--- src/hdl/isp_flash_pkg.sv ---
// constants, encodings and carriers for the isp flash sequencer
// assumes a 32-bit apb register bus and one core clock
package isp_flash_pkg;

	// register byte offsets
	localparam logic [7:0] OFS_KEY  = 8'h00;
	localparam logic [7:0] OFS_CTRL = 8'h04;
	localparam logic [7:0] OFS_AH   = 8'h08;
	localparam logic [7:0] OFS_AL   = 8'h0c;
	localparam logic [7:0] OFS_DATA = 8'h10;
	localparam logic [7:0] OFS_GO   = 8'h14;
	localparam logic [7:0] OFS_STAT = 8'h18;
	localparam logic [7:0] OFS_SEC  = 8'h1c;
	localparam logic [7:0] OFS_MID  = 8'h20;
	localparam logic [7:0] OFS_DID  = 8'h24;

	// unlock key bytes
	localparam logic [7:0] KEY_FIRST  = 8'h87;
	localparam logic [7:0] KEY_SECOND = 8'h59;

	// isp control field positions
	localparam int         BANK_BIT  = 6;
	localparam int         OE_BIT    = 5;
	localparam int         CE_BIT    = 4;
	localparam logic [7:0] CTRL_MASK = 8'h7f;
	localparam logic [7:0] CTRL_RST  = 8'h00;

	// operation codes
	localparam logic [3:0] CODE_READ  = 4'h0;
	localparam logic [3:0] CODE_PROG  = 4'h1;
	localparam logic [3:0] CODE_ERASE = 4'h2;

	// security and option bit positions
	localparam int         SEC_LOCK   = 0;
	localparam int         SEC_MOVC   = 1;
	localparam int         SEC_CYCLE  = 5;
	localparam int         SEC_XTAL   = 7;
	localparam logic [7:0] SEC_ERASED = 8'hff;

	// status bit positions
	localparam int STAT_OPEN   = 0;
	localparam int STAT_BUSY   = 1;
	localparam int STAT_PMODE  = 2;
	localparam int STAT_LOCKED = 3;
	localparam int STAT_REFUSE = 4;

	typedef enum logic [1:0] {
		OP_READ  = 2'b00,
		OP_PROG  = 2'b01,
		OP_ERASE = 2'b10
	} op_e;

	typedef enum logic [1:0] {
		KEY_SHUT = 2'b00,
		KEY_HALF = 2'b01,
		KEY_OPEN = 2'b11
	} key_e;

	typedef enum logic {
		SEQ_IDLE = 1'b0,
		SEQ_BUSY = 1'b1
	} seq_e;

	typedef struct packed {
		logic        req;
		op_e         op;
		logic        bank;
		logic [15:0] addr;
		logic [7:0]  wdata;
	} flash_cmd_s;

	typedef struct packed {
		logic        pready;
		logic        pslverr;
		logic [31:0] prdata;
		key_e        key;
		logic [7:0]  ctrl;
		logic [7:0]  ah;
		logic [7:0]  al;
		logic [7:0]  data;
		seq_e        seq;
		flash_cmd_s  cmd;
		logic        refused;
		logic [7:0]  sec;
		logic        cap;
		logic        movc_ok;
		logic        cyc6;
		logic        xtal40;
	} isp_state_s;

	typedef struct packed {
		logic meta;
		logic sync;
	} sync_state_s;

endpackage

--- src/hdl/level_sync.sv ---
// two flip-flop synchroniser for one level
// assumes the input may change at any time relative to mclk_i
`timescale 1ns/1ps
module level_sync (
	input  wire logic mclk_i,
	input  wire logic resetn_i,
	input  wire logic async_i,
	output logic      sync_o
);
	isp_flash_pkg::sync_state_s s_r;
	isp_flash_pkg::sync_state_s s_nxt;

	always_comb begin
		s_nxt      = s_r;
		s_nxt.meta = async_i;
		s_nxt.sync = s_r.meta;
	end

	always_ff @(posedge mclk_i) begin
		if (!resetn_i) begin
			s_r <= '0;
		end else begin
			s_r <= s_nxt;
		end
	end

	assign sync_o = s_r.sync;
endmodule

--- src/hdl/isp_flash_seq.sv ---
// isp flash command sequencer with security and option bits
// assumes an apb master on mclk_i and a flash array answering with done
//
// Behaviour
// - code 0010, oe 1, ce 0 erases the selected bank; address ignored.
// - code 0001, oe 1, ce 0 programs data byte at address.
// - code 0000, oe 0, ce 0 reads byte at address into data.
// - bank select 0 is application bank, 1 is loader bank.
// - security and id registers unreadable in programming mode.
// - a security bit at 0 returns to 1 only by full erase.
// - lock bit 0 at 0 refuses flash and special register access.
// - restriction bit 1 at 0 keeps external code-table reads off internal flash.
// - code-table reads from internal memory may always reach both.
// - restriction bit 1 at 1 places no limit on code-table reads.
// - cycle bit 5 at 1 gives 12-clock cycle, at 0 six-clock.
// - crystal bit 7 at 0 is low-emission 24 MHz, 1 is 40 MHz.
// - manufacturer and part ids are fixed and not writable.
// - target address is a high byte and a low byte register.
//
// Added by the designer: the APB register port and the address map.
`timescale 1ns/1ps
module isp_flash_seq #(
	// arbitrary identity values
	parameter logic [7:0] MFR_ID = 8'h5a,
	parameter logic [7:0] DEV_ID = 8'h3c
) (
	input  wire logic                      mclk_i,
	input  wire logic                      resetn_i,
	input  wire logic [7:0]                paddr_i,
	input  wire logic                      psel_i,
	input  wire logic                      penable_i,
	input  wire logic                      pwrite_i,
	input  wire logic [31:0]               pwdata_i,
	output logic [31:0]                    prdata_o,
	output logic                           pready_o,
	output logic                           pslverr_o,
	input  wire logic                      prog_mode_i,
	input  wire logic [7:0]                sec_bits_i,
	input  wire logic                      full_erase_i,
	input  wire logic                      flash_done_i,
	input  wire logic [7:0]                flash_rdata_i,
	output isp_flash_pkg::flash_cmd_s      flash_cmd_o,
	input  wire logic                      movc_from_int_i,
	input  wire logic                      movc_to_int_i,
	output logic                           movc_int_ok_o,
	output logic                           cycle_6t_o,
	output logic                           xtal_40m_o
);
	isp_flash_pkg::isp_state_s s_r;
	isp_flash_pkg::isp_state_s s_nxt;
	logic                      pmode;
	logic                      setup;
	logic                      wr;
	logic                      mapped;
	logic                      locked;
	logic                      hidden;
	logic                      go_ok;
	isp_flash_pkg::op_e        go_op;

	level_sync level_sync_inst (
		.mclk_i   (mclk_i),
		.resetn_i (resetn_i),
		.async_i  (prog_mode_i),
		.sync_o   (pmode)
	);

	assign setup  = psel_i & ~penable_i;
	assign wr     = psel_i & penable_i & s_r.pready & pwrite_i;
	assign locked = ~s_r.sec[isp_flash_pkg::SEC_LOCK];
	assign hidden = pmode | locked;

	always_comb begin
		unique case (paddr_i)
			isp_flash_pkg::OFS_KEY,  isp_flash_pkg::OFS_CTRL,
			isp_flash_pkg::OFS_AH,   isp_flash_pkg::OFS_AL,
			isp_flash_pkg::OFS_DATA, isp_flash_pkg::OFS_GO,
			isp_flash_pkg::OFS_STAT, isp_flash_pkg::OFS_SEC,
			isp_flash_pkg::OFS_MID,  isp_flash_pkg::OFS_DID: mapped = 1'b1;
			default: mapped = 1'b0;
		endcase
	end

	// operation decode from the control fields
	always_comb begin
		go_ok = 1'b0;
		go_op = isp_flash_pkg::OP_READ;
		if (!s_r.ctrl[isp_flash_pkg::CE_BIT]) begin
			if (s_r.ctrl[isp_flash_pkg::OE_BIT]) begin
				if (s_r.ctrl[3:0] == isp_flash_pkg::CODE_ERASE) begin
					go_ok = 1'b1;
					go_op = isp_flash_pkg::OP_ERASE;
				end else if (s_r.ctrl[3:0] == isp_flash_pkg::CODE_PROG) begin
					go_ok = 1'b1;
					go_op = isp_flash_pkg::OP_PROG;
				end
			end else if (s_r.ctrl[3:0] == isp_flash_pkg::CODE_READ) begin
				go_ok = 1'b1;
				go_op = isp_flash_pkg::OP_READ;
			end
		end
	end

	always_comb begin
		s_nxt         = s_r;
		s_nxt.pready  = setup;
		s_nxt.movc_ok = movc_from_int_i | ~movc_to_int_i |
			s_r.sec[isp_flash_pkg::SEC_MOVC];
		s_nxt.cyc6    = ~s_r.sec[isp_flash_pkg::SEC_CYCLE];
		s_nxt.xtal40  = s_r.sec[isp_flash_pkg::SEC_XTAL];

		// security latch: loaded once after reset, only erase lifts bits
		if (!s_r.cap) begin
			s_nxt.sec = sec_bits_i;
			s_nxt.cap = 1'b1;
		end else if (full_erase_i) begin
			s_nxt.sec = isp_flash_pkg::SEC_ERASED;
		end

		// read data and error answer prepared in the setup cycle
		if (setup) begin
			s_nxt.pslverr = ~mapped;
			s_nxt.prdata  = '0;
			unique case (paddr_i)
				isp_flash_pkg::OFS_CTRL: s_nxt.prdata[7:0] = s_r.ctrl;
				isp_flash_pkg::OFS_AH:   s_nxt.prdata[7:0] = s_r.ah;
				isp_flash_pkg::OFS_AL:   s_nxt.prdata[7:0] = s_r.al;
				isp_flash_pkg::OFS_DATA: s_nxt.prdata[7:0] = s_r.data;
				isp_flash_pkg::OFS_STAT: begin
					s_nxt.prdata[isp_flash_pkg::STAT_OPEN] =
						(s_r.key == isp_flash_pkg::KEY_OPEN);
					s_nxt.prdata[isp_flash_pkg::STAT_BUSY] =
						(s_r.seq == isp_flash_pkg::SEQ_BUSY);
					s_nxt.prdata[isp_flash_pkg::STAT_PMODE]  = pmode;
					s_nxt.prdata[isp_flash_pkg::STAT_LOCKED] = locked;
					s_nxt.prdata[isp_flash_pkg::STAT_REFUSE] = s_r.refused;
				end
				isp_flash_pkg::OFS_SEC: begin
					if (!hidden) begin
						s_nxt.prdata[7:0] = s_r.sec;
					end
				end
				isp_flash_pkg::OFS_MID: begin
					if (!hidden) begin
						s_nxt.prdata[7:0] = MFR_ID;
					end
				end
				isp_flash_pkg::OFS_DID: begin
					if (!hidden) begin
						s_nxt.prdata[7:0] = DEV_ID;
					end
				end
				default: s_nxt.prdata = '0;
			endcase
		end

		// flash operation in flight
		if (s_r.seq == isp_flash_pkg::SEQ_BUSY && flash_done_i) begin
			s_nxt.cmd.req = 1'b0;
			s_nxt.seq     = isp_flash_pkg::SEQ_IDLE;
			if (s_r.cmd.op == isp_flash_pkg::OP_READ) begin
				s_nxt.data = flash_rdata_i;
			end
		end

		// register writes at the completing access edge
		if (wr) begin
			unique case (paddr_i)
				isp_flash_pkg::OFS_KEY: begin
					if (pwdata_i[7:0] == isp_flash_pkg::KEY_FIRST) begin
						s_nxt.key = isp_flash_pkg::KEY_HALF;
					end else if (pwdata_i[7:0] == isp_flash_pkg::KEY_SECOND
						&& s_r.key == isp_flash_pkg::KEY_HALF) begin
						s_nxt.key = isp_flash_pkg::KEY_OPEN;
					end else begin
						s_nxt.key = isp_flash_pkg::KEY_SHUT;
					end
				end
				isp_flash_pkg::OFS_CTRL: begin
					if (s_r.key == isp_flash_pkg::KEY_OPEN &&
						s_r.seq == isp_flash_pkg::SEQ_IDLE) begin
						s_nxt.ctrl = pwdata_i[7:0] & isp_flash_pkg::CTRL_MASK;
					end
				end
				isp_flash_pkg::OFS_AH: begin
					if (s_r.seq == isp_flash_pkg::SEQ_IDLE) begin
						s_nxt.ah = pwdata_i[7:0];
					end
				end
				isp_flash_pkg::OFS_AL: begin
					if (s_r.seq == isp_flash_pkg::SEQ_IDLE) begin
						s_nxt.al = pwdata_i[7:0];
					end
				end
				isp_flash_pkg::OFS_DATA: begin
					if (s_r.seq == isp_flash_pkg::SEQ_IDLE) begin
						s_nxt.data = pwdata_i[7:0];
					end
				end
				isp_flash_pkg::OFS_GO: begin
					if (s_r.seq == isp_flash_pkg::SEQ_IDLE) begin
						if (locked || !go_ok) begin
							s_nxt.refused = 1'b1;
						end else begin
							s_nxt.refused   = 1'b0;
							s_nxt.seq       = isp_flash_pkg::SEQ_BUSY;
							s_nxt.cmd.req   = 1'b1;
							s_nxt.cmd.op    = go_op;
							s_nxt.cmd.bank  =
								s_r.ctrl[isp_flash_pkg::BANK_BIT];
							s_nxt.cmd.addr  = {s_r.ah, s_r.al};
							s_nxt.cmd.wdata = s_r.data;
						end
					end
				end
				default: s_nxt.key = s_r.key;
			endcase
		end
	end

	always_ff @(posedge mclk_i) begin
		if (!resetn_i) begin
			s_r        <= '0;
			s_r.ctrl   <= isp_flash_pkg::CTRL_RST;
			s_r.sec    <= isp_flash_pkg::SEC_ERASED;
			s_r.key    <= isp_flash_pkg::KEY_SHUT;
			s_r.seq    <= isp_flash_pkg::SEQ_IDLE;
			s_r.cyc6   <= 1'b0;
			s_r.xtal40 <= 1'b1;
		end else begin
			s_r <= s_nxt;
		end
	end

	assign prdata_o      = s_r.prdata;
	assign pready_o      = s_r.pready;
	assign pslverr_o     = s_r.pslverr;
	assign flash_cmd_o   = s_r.cmd;
	assign movc_int_ok_o = s_r.movc_ok;
	assign cycle_6t_o    = s_r.cyc6;
	assign xtal_40m_o    = s_r.xtal40;

	logic go_wr;
	assign go_wr = wr && paddr_i == isp_flash_pkg::OFS_GO &&
		s_r.seq == isp_flash_pkg::SEQ_IDLE;

	property p_erase;
		@(posedge mclk_i) disable iff (!resetn_i)
		go_wr && !locked && s_r.ctrl[3:0] == isp_flash_pkg::CODE_ERASE &&
		s_r.ctrl[isp_flash_pkg::OE_BIT] && !s_r.ctrl[isp_flash_pkg::CE_BIT]
		|=> flash_cmd_o.req && flash_cmd_o.op == isp_flash_pkg::OP_ERASE;
	endproperty
	a_erase: assert property (p_erase)
		else $error("erase not issued");

	property p_prog;
		@(posedge mclk_i) disable iff (!resetn_i)
		go_wr && !locked && go_ok && go_op == isp_flash_pkg::OP_PROG
		|=> flash_cmd_o.addr == {$past(s_r.ah), $past(s_r.al)} &&
		flash_cmd_o.wdata == $past(s_r.data);
	endproperty
	a_prog: assert property (p_prog)
		else $error("program address or data wrong");

	property p_read;
		@(posedge mclk_i) disable iff (!resetn_i)
		s_r.seq == isp_flash_pkg::SEQ_BUSY && flash_done_i &&
		flash_cmd_o.op == isp_flash_pkg::OP_READ
		|=> s_r.data == $past(flash_rdata_i) && !flash_cmd_o.req;
	endproperty
	a_read: assert property (p_read)
		else $error("read byte not returned");

	property p_bank;
		@(posedge mclk_i) disable iff (!resetn_i)
		flash_cmd_o.req |->
		flash_cmd_o.bank == s_r.ctrl[isp_flash_pkg::BANK_BIT];
	endproperty
	a_bank: assert property (p_bank)
		else $error("bank differs from select bit");

	property p_hide;
		@(posedge mclk_i) disable iff (!resetn_i)
		setup && pmode && (paddr_i == isp_flash_pkg::OFS_SEC ||
		paddr_i == isp_flash_pkg::OFS_MID) |=> prdata_o == '0;
	endproperty
	a_hide: assert property (p_hide)
		else $error("special register visible in programming mode");

	property p_sticky;
		@(posedge mclk_i) disable iff (!resetn_i)
		s_r.cap && !full_erase_i |=> (s_r.sec & ~$past(s_r.sec)) == '0;
	endproperty
	a_sticky: assert property (p_sticky)
		else $error("security bit returned to one without erase");

	property p_lock;
		@(posedge mclk_i) disable iff (!resetn_i)
		go_wr && locked |=> !flash_cmd_o.req && s_r.refused;
	endproperty
	a_lock: assert property (p_lock)
		else $error("flash access while locked");

	property p_movc;
		@(posedge mclk_i) disable iff (!resetn_i)
		s_r.cap && !full_erase_i ##1 1'b1 |-> movc_int_ok_o ==
		($past(movc_from_int_i) | ~$past(movc_to_int_i) |
		s_r.sec[isp_flash_pkg::SEC_MOVC]);
	endproperty
	a_movc: assert property (p_movc)
		else $error("code-table read gating wrong");

	property p_cycle;
		@(posedge mclk_i) disable iff (!resetn_i)
		s_r.cap |=> cycle_6t_o == !$past(s_r.sec[isp_flash_pkg::SEC_CYCLE])
		&& xtal_40m_o == $past(s_r.sec[isp_flash_pkg::SEC_XTAL]);
	endproperty
	a_cycle: assert property (p_cycle)
		else $error("option outputs do not follow security bits");

	property p_id;
		@(posedge mclk_i) disable iff (!resetn_i)
		setup && !hidden && paddr_i == isp_flash_pkg::OFS_DID
		|=> prdata_o[7:0] == DEV_ID;
	endproperty
	a_id: assert property (p_id)
		else $error("part id read wrong");

	property p_hold;
		@(posedge mclk_i) disable iff (!resetn_i)
		s_r.cap && !full_erase_i |=> $stable(s_r.sec);
	endproperty
	a_hold: assert property (p_hold)
		else $error("security latch changed");

	property p_locked_hide;
		@(posedge mclk_i) disable iff (!resetn_i)
		setup && locked && paddr_i == isp_flash_pkg::OFS_SEC
		|=> prdata_o == '0;
	endproperty
	a_locked_hide: assert property (p_locked_hide)
		else $error("security register visible while locked");
endmodule

--- config.mk ---
export PLATFORM = sky130hd
export DESIGN_NAME = isp_flash_seq
export DESIGN_NICKNAME = d
export VERILOG_FILES = /design/src/hdl/isp_flash_pkg.sv /design/src/hdl/level_sync.sv /design/src/hdl/isp_flash_seq.sv
export SDC_FILE = /design/constraint.sdc
export NUM_CORES = 1
export LEC_CHECK = 0
export BUFFER_PORTS_ARGS = -buffer_cell sky130_fd_sc_hd__buf_2
export CORE_AREA = 2 2 127 129
export DETAILED_ROUTE_END_ITERATION = 7
export DIE_AREA = 0 0 129 131
export SYNTH_ARGS = -nofsm -noshare
export SYNTH_HDL_FRONTEND = slang
export SYNTH_SLANG_ARGS = --single-unit
--- constraint.sdc ---
create_clock -name mclk_i -period 3.9 [get_ports mclk_i]
set_input_delay 0.39 -clock mclk_i [delete_from_list [all_inputs] [get_ports mclk_i]]
set_output_delay 0.39 -clock mclk_i [all_outputs]
set_load 0.005 [all_outputs]
==> Yosys cells after proc, flatten, opt, wreduce, memory -nomap -nowiden <==
Cells that the tools add are included.
{ "word_totals": {"reg_bits": 87, "in_bits": 66, "out_inout_bits": 65, "elab_cells": 96} }
{ "classes": {"eq_ne": 16, "mux": 29, "bitwise_logic": 14, "n_reduce_logical": 15} }
{ "ops": {"columns": ["operator", "count"], "rows": [
  ["$mux 30", 2],
  ["$mux 8", 6],
  ["$pmux 5 s8", 1],
  ["$mux 38", 1],
  ["$eq 8x5->1 const B", 4],
  ["$mux 29", 1],
  ["$pmux 3 s7", 1],
  ["$eq 8x4->1 const B", 2],
  ["$eq 8x6->1 const B", 2],
  ["$reduce_and 3->1", 4],
  ["$mux 10", 1],
  ["$mux 2", 5],
  ["$reduce_or 10->1", 1],
  ["$eq 8x3->1 const B", 1],
  ["$eq 8x7->1 const B", 1],
  ["$eq 8x8->1 const B", 1],
  ["$logic_not 8->1", 1],
  ["$mux 1", 8],
  ["$mux 7", 1],
  ["$not 1->1", 7],
  ["$mux 6", 1],
  ["$and 1x1->1", 4],
  ["$eq 4x1->1 const B", 1],
  ["$eq 4x2->1 const B", 1],
  ["other kinds (12)", 16]
]} }

==> Logic depth before layout (Yosys ltp) <==
Gate-level depths: netlist (run 1).
{ "logic_depth": {"word_depth": 11, "ltp_mapped": 8, "ltp_nobuf": 4} }

==> Modules after synthesis <==
From an unflattened synthesis (run 1), not the netlist that was laid out.
{ "hier_totals": {"cells_unflattened": 471, "hier_area_um2": 4435.5} }
{ "by_module_without_submodules": {"columns": ["module", "n_inst", "cells_each", "area_each_um2", "seq_area_each_um2"], "rows": [
  ["isp_flash_seq", 1, 467, 4383.0, 1701.6],
  ["level_sync", 1, 4, 52.6, 40.0]
]} }

==> Least setup slack after synthesis (run 1) <==
OpenSTA, ideal clock, no wires.
{ "synth_path": {"path_type": "input port to flip-flop", "startpoint": "input paddr_i[0]", "endpoint": "register s_r, in the netlist flash_cmd_o[10]", "setup_ns": 0.132, "t_arrival_ns": 2.107, "required_ns": 3.768, "slack_ns": 1.661, "path_stages": 8, "path_buffers": 4, "cell_sequence": "buf_2 -> or4b_4 -> buf_6 -> or4_4 -> buf_6 -> buf_8 -> o31ai_2 -> a21oi_1"} }
{ "synth_via": {"elab_chain_len": 2} }
{ "synth_rtl": {"columns": ["item", "line", "source"], "rows": [
  ["start, declared", "isp_flash_seq.sv:29", "input wire logic [7:0] paddr_i,"],
  ["$eq 8x5->1", "isp_flash_seq.sv:167", "unique case (paddr_i)"],
  ["$reduce_and 4->1 (no source line)", null, null],
  ["end signal, assigned", "isp_flash_seq.sv:230", "s_r <= s_nxt;"],
  ["end, declared", "isp_flash_seq.sv:49", "isp_flash_pkg::isp_state_s s_r;"]
]} }
No other way between the ends.
A chain may end at the register's enable or synchronous reset.

==> Worst setup path in the final report (run 1) <==
{ "layout_path": {"startpoint": "register s_r, in the netlist pready_o", "endpoint": "register s_r, in the netlist flash_cmd_o[26]"} }
{ "layout_via": {"elab_chain_len": 3} }
{ "layout_rtl": {"columns": ["item", "line", "source"], "rows": [
  ["$and 1x1->1 (2 in a row)", "isp_flash_seq.sv:68", "assign wr = psel_i & penable_i & s_r.pready & pwrite_i;"],
  ["$reduce_and 4->1 (no source line)", null, null]
]} }
No other way between the ends.

==> results of run 1 <==
==> through the flow <==
step / utilization / hold slack, ns
final: 0.332 / 0.219
after global routing: 0.332 / 0.234
after CTS: 0.332 / 0.207
after detailed placement: 0.313 / 0.419
after global placement: 0.313 / 0.419
after floorplan: - / 0.412
==> worst reg2reg max path, cell delays in order (launching register included) <==
cell	delay, ns
dfxtp_1	0.32
nand4_1	0.42
or4_4	0.89
nor3_4	0.29
mux2i_1	0.21
==> sequential cells by signal, indices dropped and copies added, names as in the netlist <==
register and count:
xtal_40m_o 1, movc_int_ok_o 1, prdata_o 8, pslverr_o 1
s_r 43, s_nxt 1, level_sync_inst.sync_o 1, cycle_6t_o 1
flash_cmd_o 28, pready_o 1, level_sync_inst.s_nxt 1
==> layout by cell type (no fill, tap or decap), types with 4 or more instances in the layout <==
cell,count
dfxtp_1,87
buf_2,82
nor2_1,46
a21oi_1,37
nand2_1,33
mux2i_1,31
nand4_1,27
o21ai_0,24
conb_1,24
o31ai_2,20
nor3_1,10
nand3_1,10
a22oi_1,9
clkbuf_16,9
a211oi_1,7
buf_4,7
mux2_2,6
and3_1,5
inv_1,5
a32o_1,5
nand2b_1,5
a32oi_1,5
o31ai_1,5
nor4b_1,4
a31oi_1,4
nand3b_1,4
==> per-layer routing <==
layer | wire length (um) | GRT usage | vias to the layer above
li1 | - | - | 1925
met1 | 6410 | 0.218 | 1893
met2 | 6220 | 0.255 | 133
met3 | 682 | 0.0248 | 17
met4 | 286 | 0.0588 | 0
met5 | 0 | 0 | -
==> layout make-up <==
cell class	instances	area, um2
Clock buffer	9	225
Inverter	6	22.5
Sequential cell	87	1740
Clock inverter	7	73.8
Fill cell	1677	10400
Multi-Input combinational cell	364	2390
Tap cell	216	270
Timing Repair Buffer	89	463
==> power by group <==
group,switching (mW),internal (mW)
Combinational,0.0828,0.0374
Clock,0.405,0.453
Sequential,0.00715,0.896
Total,0.495,1.39
==> logic make-up (layout without fill, tap and decap cells) <==
logic type,count (synthesis),count (layout),share of synthesized area
AO/OA/AOI/OAI,129,129,0.199
buffers and inverters,107,111,0.145
XOR/XNOR,2,2,0.00370
AND/OR/NAND/NOR,172,172,0.203
multiplexers,37,37,0.0799
flip-flops,87,87,0.368
other,1,24,0.000793
==> path summary, 6_finish.rpt <==
check             cells after the start  slack (ns)                     end                      from
setup / recovery                      4        1.69         flash_cmd_o[26]                  pready_o
hold / removal                        2        0.22           movc_int_ok_o             movc_to_int_i
setup reg to reg                      4        1.69         flash_cmd_o[26]                  pready_o
hold reg to reg                       1        0.43  level_sync_inst.sync_o  level_sync_inst.s_nxt[0]
==> out/results.txt, run 1 <==
Pin placement for this block handled 131 I/O pins. The synthesized design contains 0 enable-type register cells. The number of antenna diodes in the final layout is 0.

Synthesis produced a netlist whose cell count is 535. The buffer cell driving the clock tree root is clkbuf_16. The tools report the signal arrival time at the worst endpoint as 2.49 ns. The worst setup path is launched from a register.

The run gives 0 as the number of hold-slack violations in the final timing report. Measured along the x axis, the die boundary spans 129 um. The minimum setup slack in the final design is 1.69 ns, and the clock latency of the later-clocked register in the worst-skew pair is 0.35 ns.

The sum of internal, switching and leakage power was 1.88 mW. Setup repair after global routing left no endpoint under its margin. For the final max-slew violation count, the log shows 0.

The most common cell in the synthesized netlist is dfxtp_1. Yosys printed 0 warnings. TritonCTS built the clock tree. The count of nets left with antenna violations once routing finished came out at 0. The async set or reset register ratio after synthesis is 0. The slowest cell on the critical path was or4_4. Counting every sink on the clock net gives 87.

The fraction of the cycle the final worst path needs was 0.566. The tools report the initial antenna violation count as 0. The clock tree synthesis step divided the H-tree into 3 levels. Sorting the synthesized cells by how often they occur yields dfxtp_1 (87), buf_4 (62), nor2_1 (46). Clock-pin slew was measured on the worst setup and hold paths at 0.07 ns.

The tools report the cts-stage hold buffer count as 0. The tools report the endpoint type of the worst setup path as a register. Setup violations remaining at the end of the flow were counted as 0. After clock tree synthesis, the repair step resized 0 gates. The worst path buffer plus inverter count is 0, and the total CTS buffers is 9.

The fraction of layout cells with a size suffix above 1 is 0.249, and the net total in the final layout is 623. The most used flip-flop cell after synthesis is dfxtp_1. Once placement finished, the instance area stood at 4890 um2. Routability-driven placement finished with a final weighted congestion of 0.906. Entering global routing, the biggest net connects 62 pins. For the initial standard-cell utilization of the core, the log shows 0.303.

For this block, the routed nets add up to 13600 um of wire. The maximum vdd ir drop was 0.000150 V; the slew at the pin closest to its max-slew limit was 1.04 ns. The number of setup buffers added after CTS was 0; the initial DRC count was 238. The first global-routing pass estimated 20900 um of wire. The number of synthesized register bits is 87. The min-delay analysis places its worst path in the category input pin to register. After global routing the overflow that remains totals 0.

The synthesized area per cell works out to 8.84 um2. The detailed-route wire length per cell is 17.5 um, and the delay of the slowest critical-path stage is 0.89 ns. The deepest clock path buffer count is 2. Area of the die: 16900 um2. The area added between synthesis and finish was 9.60%. After floorplanning, the core was divided into 46 placement rows. For the final design area excluding fillers, the log shows 5180 um2.

Family with the most delay on the worst path: simple AND/OR/NAND/NOR gates. Summed over all cells, the static leakage comes to 1.90 nW. The worst slew margin relative to its limit came out at 0.299. Power density over the cells: 363 nW/um2. The overall track demand over capacity in global routing is 0.159, and the post-synthesis cell area is 4730 um2. Counting tap cells, the placed design contains a total of 762 instances.

Final period demand of the worst path: 2.21 ns. Between clock sinks in the finished design, the worst skew comes to 0.0129 ns. The run finished with clean final reports. Largest fanout on the critical path: 26.

Prior to clock tree synthesis, the placed netlist has a worst setup slack of 1.39 ns. The required time of the critical path was 4.18 ns; the total core area was 15600 um2. The tool flagged a number of max-cap violations equal to 0. The via count of the first global-routing pass is 3752. Based on the critical path, the design can be clocked at up to 453 MHz.

After legalization and detailed placement, the total HPWL measured 10200 um. The critical path goes through nand4_1 -> or4_4 -> nor3_4 -> mux2i_1. In the routed layout, each cell is associated on average with a via count of 5.10.

The number of different library cells used by synthesis comes to 57. Setup total negative slack on the finished layout was measured at 0 ns. The area share of the largest cell type after synthesis works out to 0.368.

The synthesized design spends more area on one cell type than any other, namely dfxtp_1. Ranked by total cell area, the synthesized netlist is headed by dfxtp_1 (37%), buf_4 (9.8%), mux2i_1 (6.6%). Summing over every cut layer, the via total after detailed routing is 3968.

For this run, design rule violations remaining after detail routing come to 0. The class of the most critical setup path was register to register. The count of cells in the finished layout, fillers not included, comes to 778. The sequential-to-total area share from yosys stat was 0.368; the die height was 131 um. Number of optimization iterations in the first detailed-route pass: 5. Total of buffers placed on input and output ports: 82.
(Power assumes the default switching activity.)
==> run 2: changes to the inputs <==
clock period = 1.85 ns   (was 3.9 ns; I/O delays follow)
==> run 2 against run 1 <==
  * Sequential share of layout area fell by 2.8 points
  * Register-to-register slack got worse by 1.7 ns
  * Clock-buffer cell count rose by 2
  * Non-clock buffer count rose by 41
  * Global-route usage rose by 1.3 points
  * Wire length rose by 9.9%
  * Via count rose by 6.9%
  * Sequential cell count did not move
  * Critical path depth rose by 2
  * Sequential power rose by 110%
  * Largest cell class unchanged
  * Worst setup slack got worse by 1.7 ns
  * First-iteration DRC count rose by 47%
==> out/results.txt, run 2 (synthesis results as in run 1) <==
The largest fanout on the critical path is 8 (-69%). The estimated wirelength of the detail-placed design came out at 10800 um (+6.0%). The required time of the critical path was 2.04 ns (-2.14 ns).

The final design area excluding fillers came out at 5650 um2 (+9.0%). The final antenna diode count was 0 (unchanged); the die width was 129 um (unchanged). The global-route wire length before repair was 21900 um (+4.8%).

The tools report the remaining antenna violation count after routing as 0 (unchanged). The deepest clock path buffer count was 2 (unchanged). Signal routing reaches up to met4.

The run gives 3920 (+4.5%) as the via count of the first global-routing pass. Clock tree synthesis selected as its root buffer the cell clkbuf_16. Family with the most delay on the worst path: simple AND/OR/NAND/NOR gates. Fmax: 546 MHz. The total area of multi-input combinational cells came out at 2470 um2 (+3.4%).

Path class of the lowest-slack min-delay path: input pin to register. The detailed-route wire length per cell was 18.3 um (+4.4%). The total of buffers placed on input and output ports came out at 82 (unchanged).

The kind of launch point of the worst setup path is an input pin. The I/O pin count was 131 (unchanged). The number of vias after detailed routing is 4240 (+6.9%). The critical path goes through buf_2 -> or4b_4 -> or4_4 -> buf_12 -> o31ai_2 -> a21oi_1. The tools report the endpoint of the worst register-to-register path as s_r[52]. The startpoint identified for the worst hold timing path is prog_mode_i. The via-per-instance ratio was 5.18 (+1.5%). For the setup skew after layout, the log shows 0.0102 ns (-0.00273 ns).

Number of cell rows: 46 (unchanged). The top cell types in the final layout, fill and taps aside, are dfxtp_1 (87), buf_2 (82), nor2_1 (42), buf_4 (39), a21oi_1 (37). TritonCTS built the clock tree. The setup violation total in the final timing report is 0 (unchanged), and the overall track demand over capacity in global routing is 0.172 (+0.0129). The tools report the final max-slew violation count as 0 (unchanged). The flip-flop count of the largest register, all copies and words added was 43 (unchanged); the aggregate global routing overflow was 0 (unchanged). The routability-driven placement congestion ratio was 0.877 (-3.2%). The power density over the cells is 719 nW/um2 (+98%), and the worst slack after detailed placement is -0.428 ns (-1.81 ns). The worst path needs 1.83 ns of the cycle, external delays included. In this run the critical register-to-register path is launched from pready_o. The leading cell type in the layout, fill and taps excluded is dfxtp_1. The area growth from synthesis to layout is 19.4%. The worst path buffer plus inverter count is 2 (+2), and the minimum setup slack in the final design is 0.0196 ns (-1.67 ns). The tools report the total wire length as 15000 um (+9.9%).

Die height: 131 um (unchanged). The portion of total power attributed to the clock network is 0.459 (+0.003). The combinational share of power was 0.072 (+0.008). Delay of the slowest critical-path stage: 0.64 ns (-0.25 ns). The tools report the reg-to-reg setup timing slack as 0.04 ns (-1.65 ns). The endpoint type of the worst setup path is a register. s_r holds more flip-flops than any other register.

The number of instances in the placed design is 794 (+4.2%), and the total leakage power is 2.13 nW (+12%). For the initial DRC count, the log shows 349 (+47%). The tools report the initial standard-cell utilization of the core as 0.303 (unchanged). The clock transition at the registers of the reported paths came out at 0.06 ns (about the same). The tools report the non-filler instance count after layout as 819 (+5.3%). The slowest cell on the critical path is or4_4. The switching power of the nets is 0.984 mW (+99%). For the signal arrival time at the worst endpoint, the log shows 2.02 ns (-0.47 ns). Final-layout fill cell count: 1578 (-5.9%).

The total DRC errors in the routed layout was 0 (unchanged). The number of optimization iterations in the first detailed-route pass came out at 5 (unchanged). The maximum number of pins on one net before global-route repair is 62 (unchanged), and the part of the power in registers is 0.469 (-0.011). The max-cap violation count came out at 0 (unchanged). The tools report the number of sinks driven by the clock tree as 87 (unchanged). The depth of the worst register-to-register path came out at 7 (+3). The logs give 0.35 ns (about the same) for the clock latency of the later-clocked register in the worst-skew pair and 3 (unchanged) for the H-tree level count. The fraction of layout cells with a size suffix above 1 is 0.317 (+0.0676).

The hold path endpoint is level_sync_inst.s_nxt[0]. The area of the die came out at 16900 um2 (unchanged). The number of hold-slack violations in the final timing report came out at 0 (unchanged). The worst setup path is of the input pin to register kind. Area used by sequential logic in the layout: 1740 um2 (unchanged).

The run finished with clean final reports. The internal portion of total power was 3.08 mW (+120%); the total core area was 15600 um2 (unchanged). The proportion of total power due to net switching is 0.242 (-0.0206). The fraction of the cycle the final worst path needs was 0.989; the slew at the pin closest to its max-slew limit was 0.704 ns (-0.338 ns).

The worst hold-check slack is 0.0490 ns (-0.170 ns). The worst hold path depth works out to 2 (unchanged). The total CTS buffers is 9 (unchanged), and the cell area after placement is 5200 um2 (+6.4%).

The tools report the worst slew margin relative to its limit as 0.531 (+0.232). The maximum vdd ir drop is 0.000314 V (+110%), and the length of routed wiring on met1 is 6620 um (+3.2%). The run gives 0 (unchanged) as the initial antenna violation count. The detailed route wirelength on metal2 came out at 7060 um (+13%).

The logs give 929 um (+36%) for the routed length on met3 and 0 ns (unchanged) for the final-layout setup total negative slack. For the net total in the final layout, the log shows 665 (+6.7%).
run 2: cell count changes in the layout (fill, tap and decap cells not counted), sizes merged:
cell / change
bufinv: +1
dlygate4sd3: +1
clkinv: -2
or4: +1
buf: +39
clkbuf: +3
inv: -3
clkinvlp: +1
run 2: worst max path at each step:
stage / start / to / slack (ns) / depth (start not counted)
floorplan: paddr_i[1] / flash_cmd_o[10] / -0.17 / 8
global placement: paddr_i[5] / flash_cmd_o[21] / -0.37 / 6
detailed placement: paddr_i[5] / flash_cmd_o[24] / -0.43 / 6
CTS: pready_o / s_r[52] / 0.001 / 6
global route: pready_o / s_r[52] / -0.01 / 7
finish: paddr_i[5] / flash_cmd_o[21] / 0.02 / 6
run 2: cell type report:
class                           instances  share of cell area
Clock buffer                           11              0.0430
Timing Repair Buffer                  130               0.150
Multi-Input combinational cell        365               0.437
Tap cell                              216              0.0478
Sequential cell                        87               0.308
Inverter                                6             0.00399
Clock inverter                          4             0.00975
run 2: metrics by stage:
stage	util	total power, mW
5_1_grt	0.362	4.20
3_3_place_gp	0.333	2.23
3_5_place_dp	0.333	2.23
2_1_floorplan	-	2.13
6_report	0.362	4.06
4_1_cts	0.355	4.09
run 2: power by group through the flow:
stage               Sequential, mW  Clock [mW]  Combinational, mW
floorplan                     1.94           0              0.192
global placement              1.95           0              0.277
detailed placement            1.95           0              0.280
CTS                           1.91        1.90              0.284
global route                  1.91        1.97              0.320
finish                        1.91        1.86              0.292
run 2: timing repair:
| action | 4_1_cts | 5_1_grt |
|---|---|---|
| buffers inserted | 3 | 4 |
| pin swaps | 2 | 2 |
| gates resized for setup | 3 | 12 |
| hold buffers | 1 | 0 |
| endpoints found under the hold margin | 1 | 0 |
| cloned | 0 | 2 |
| setup endpoints to repair | 21 | 24 |
run 2: metal layers:
metal | GRT usage | vias to the layer above
li1 | - | 2012
met1 | 0.224 | 2044
met2 | 0.283 | 161
met3 | 0.0432 | 23
met4 | 0.0524 | 0
met5 | 0 | -
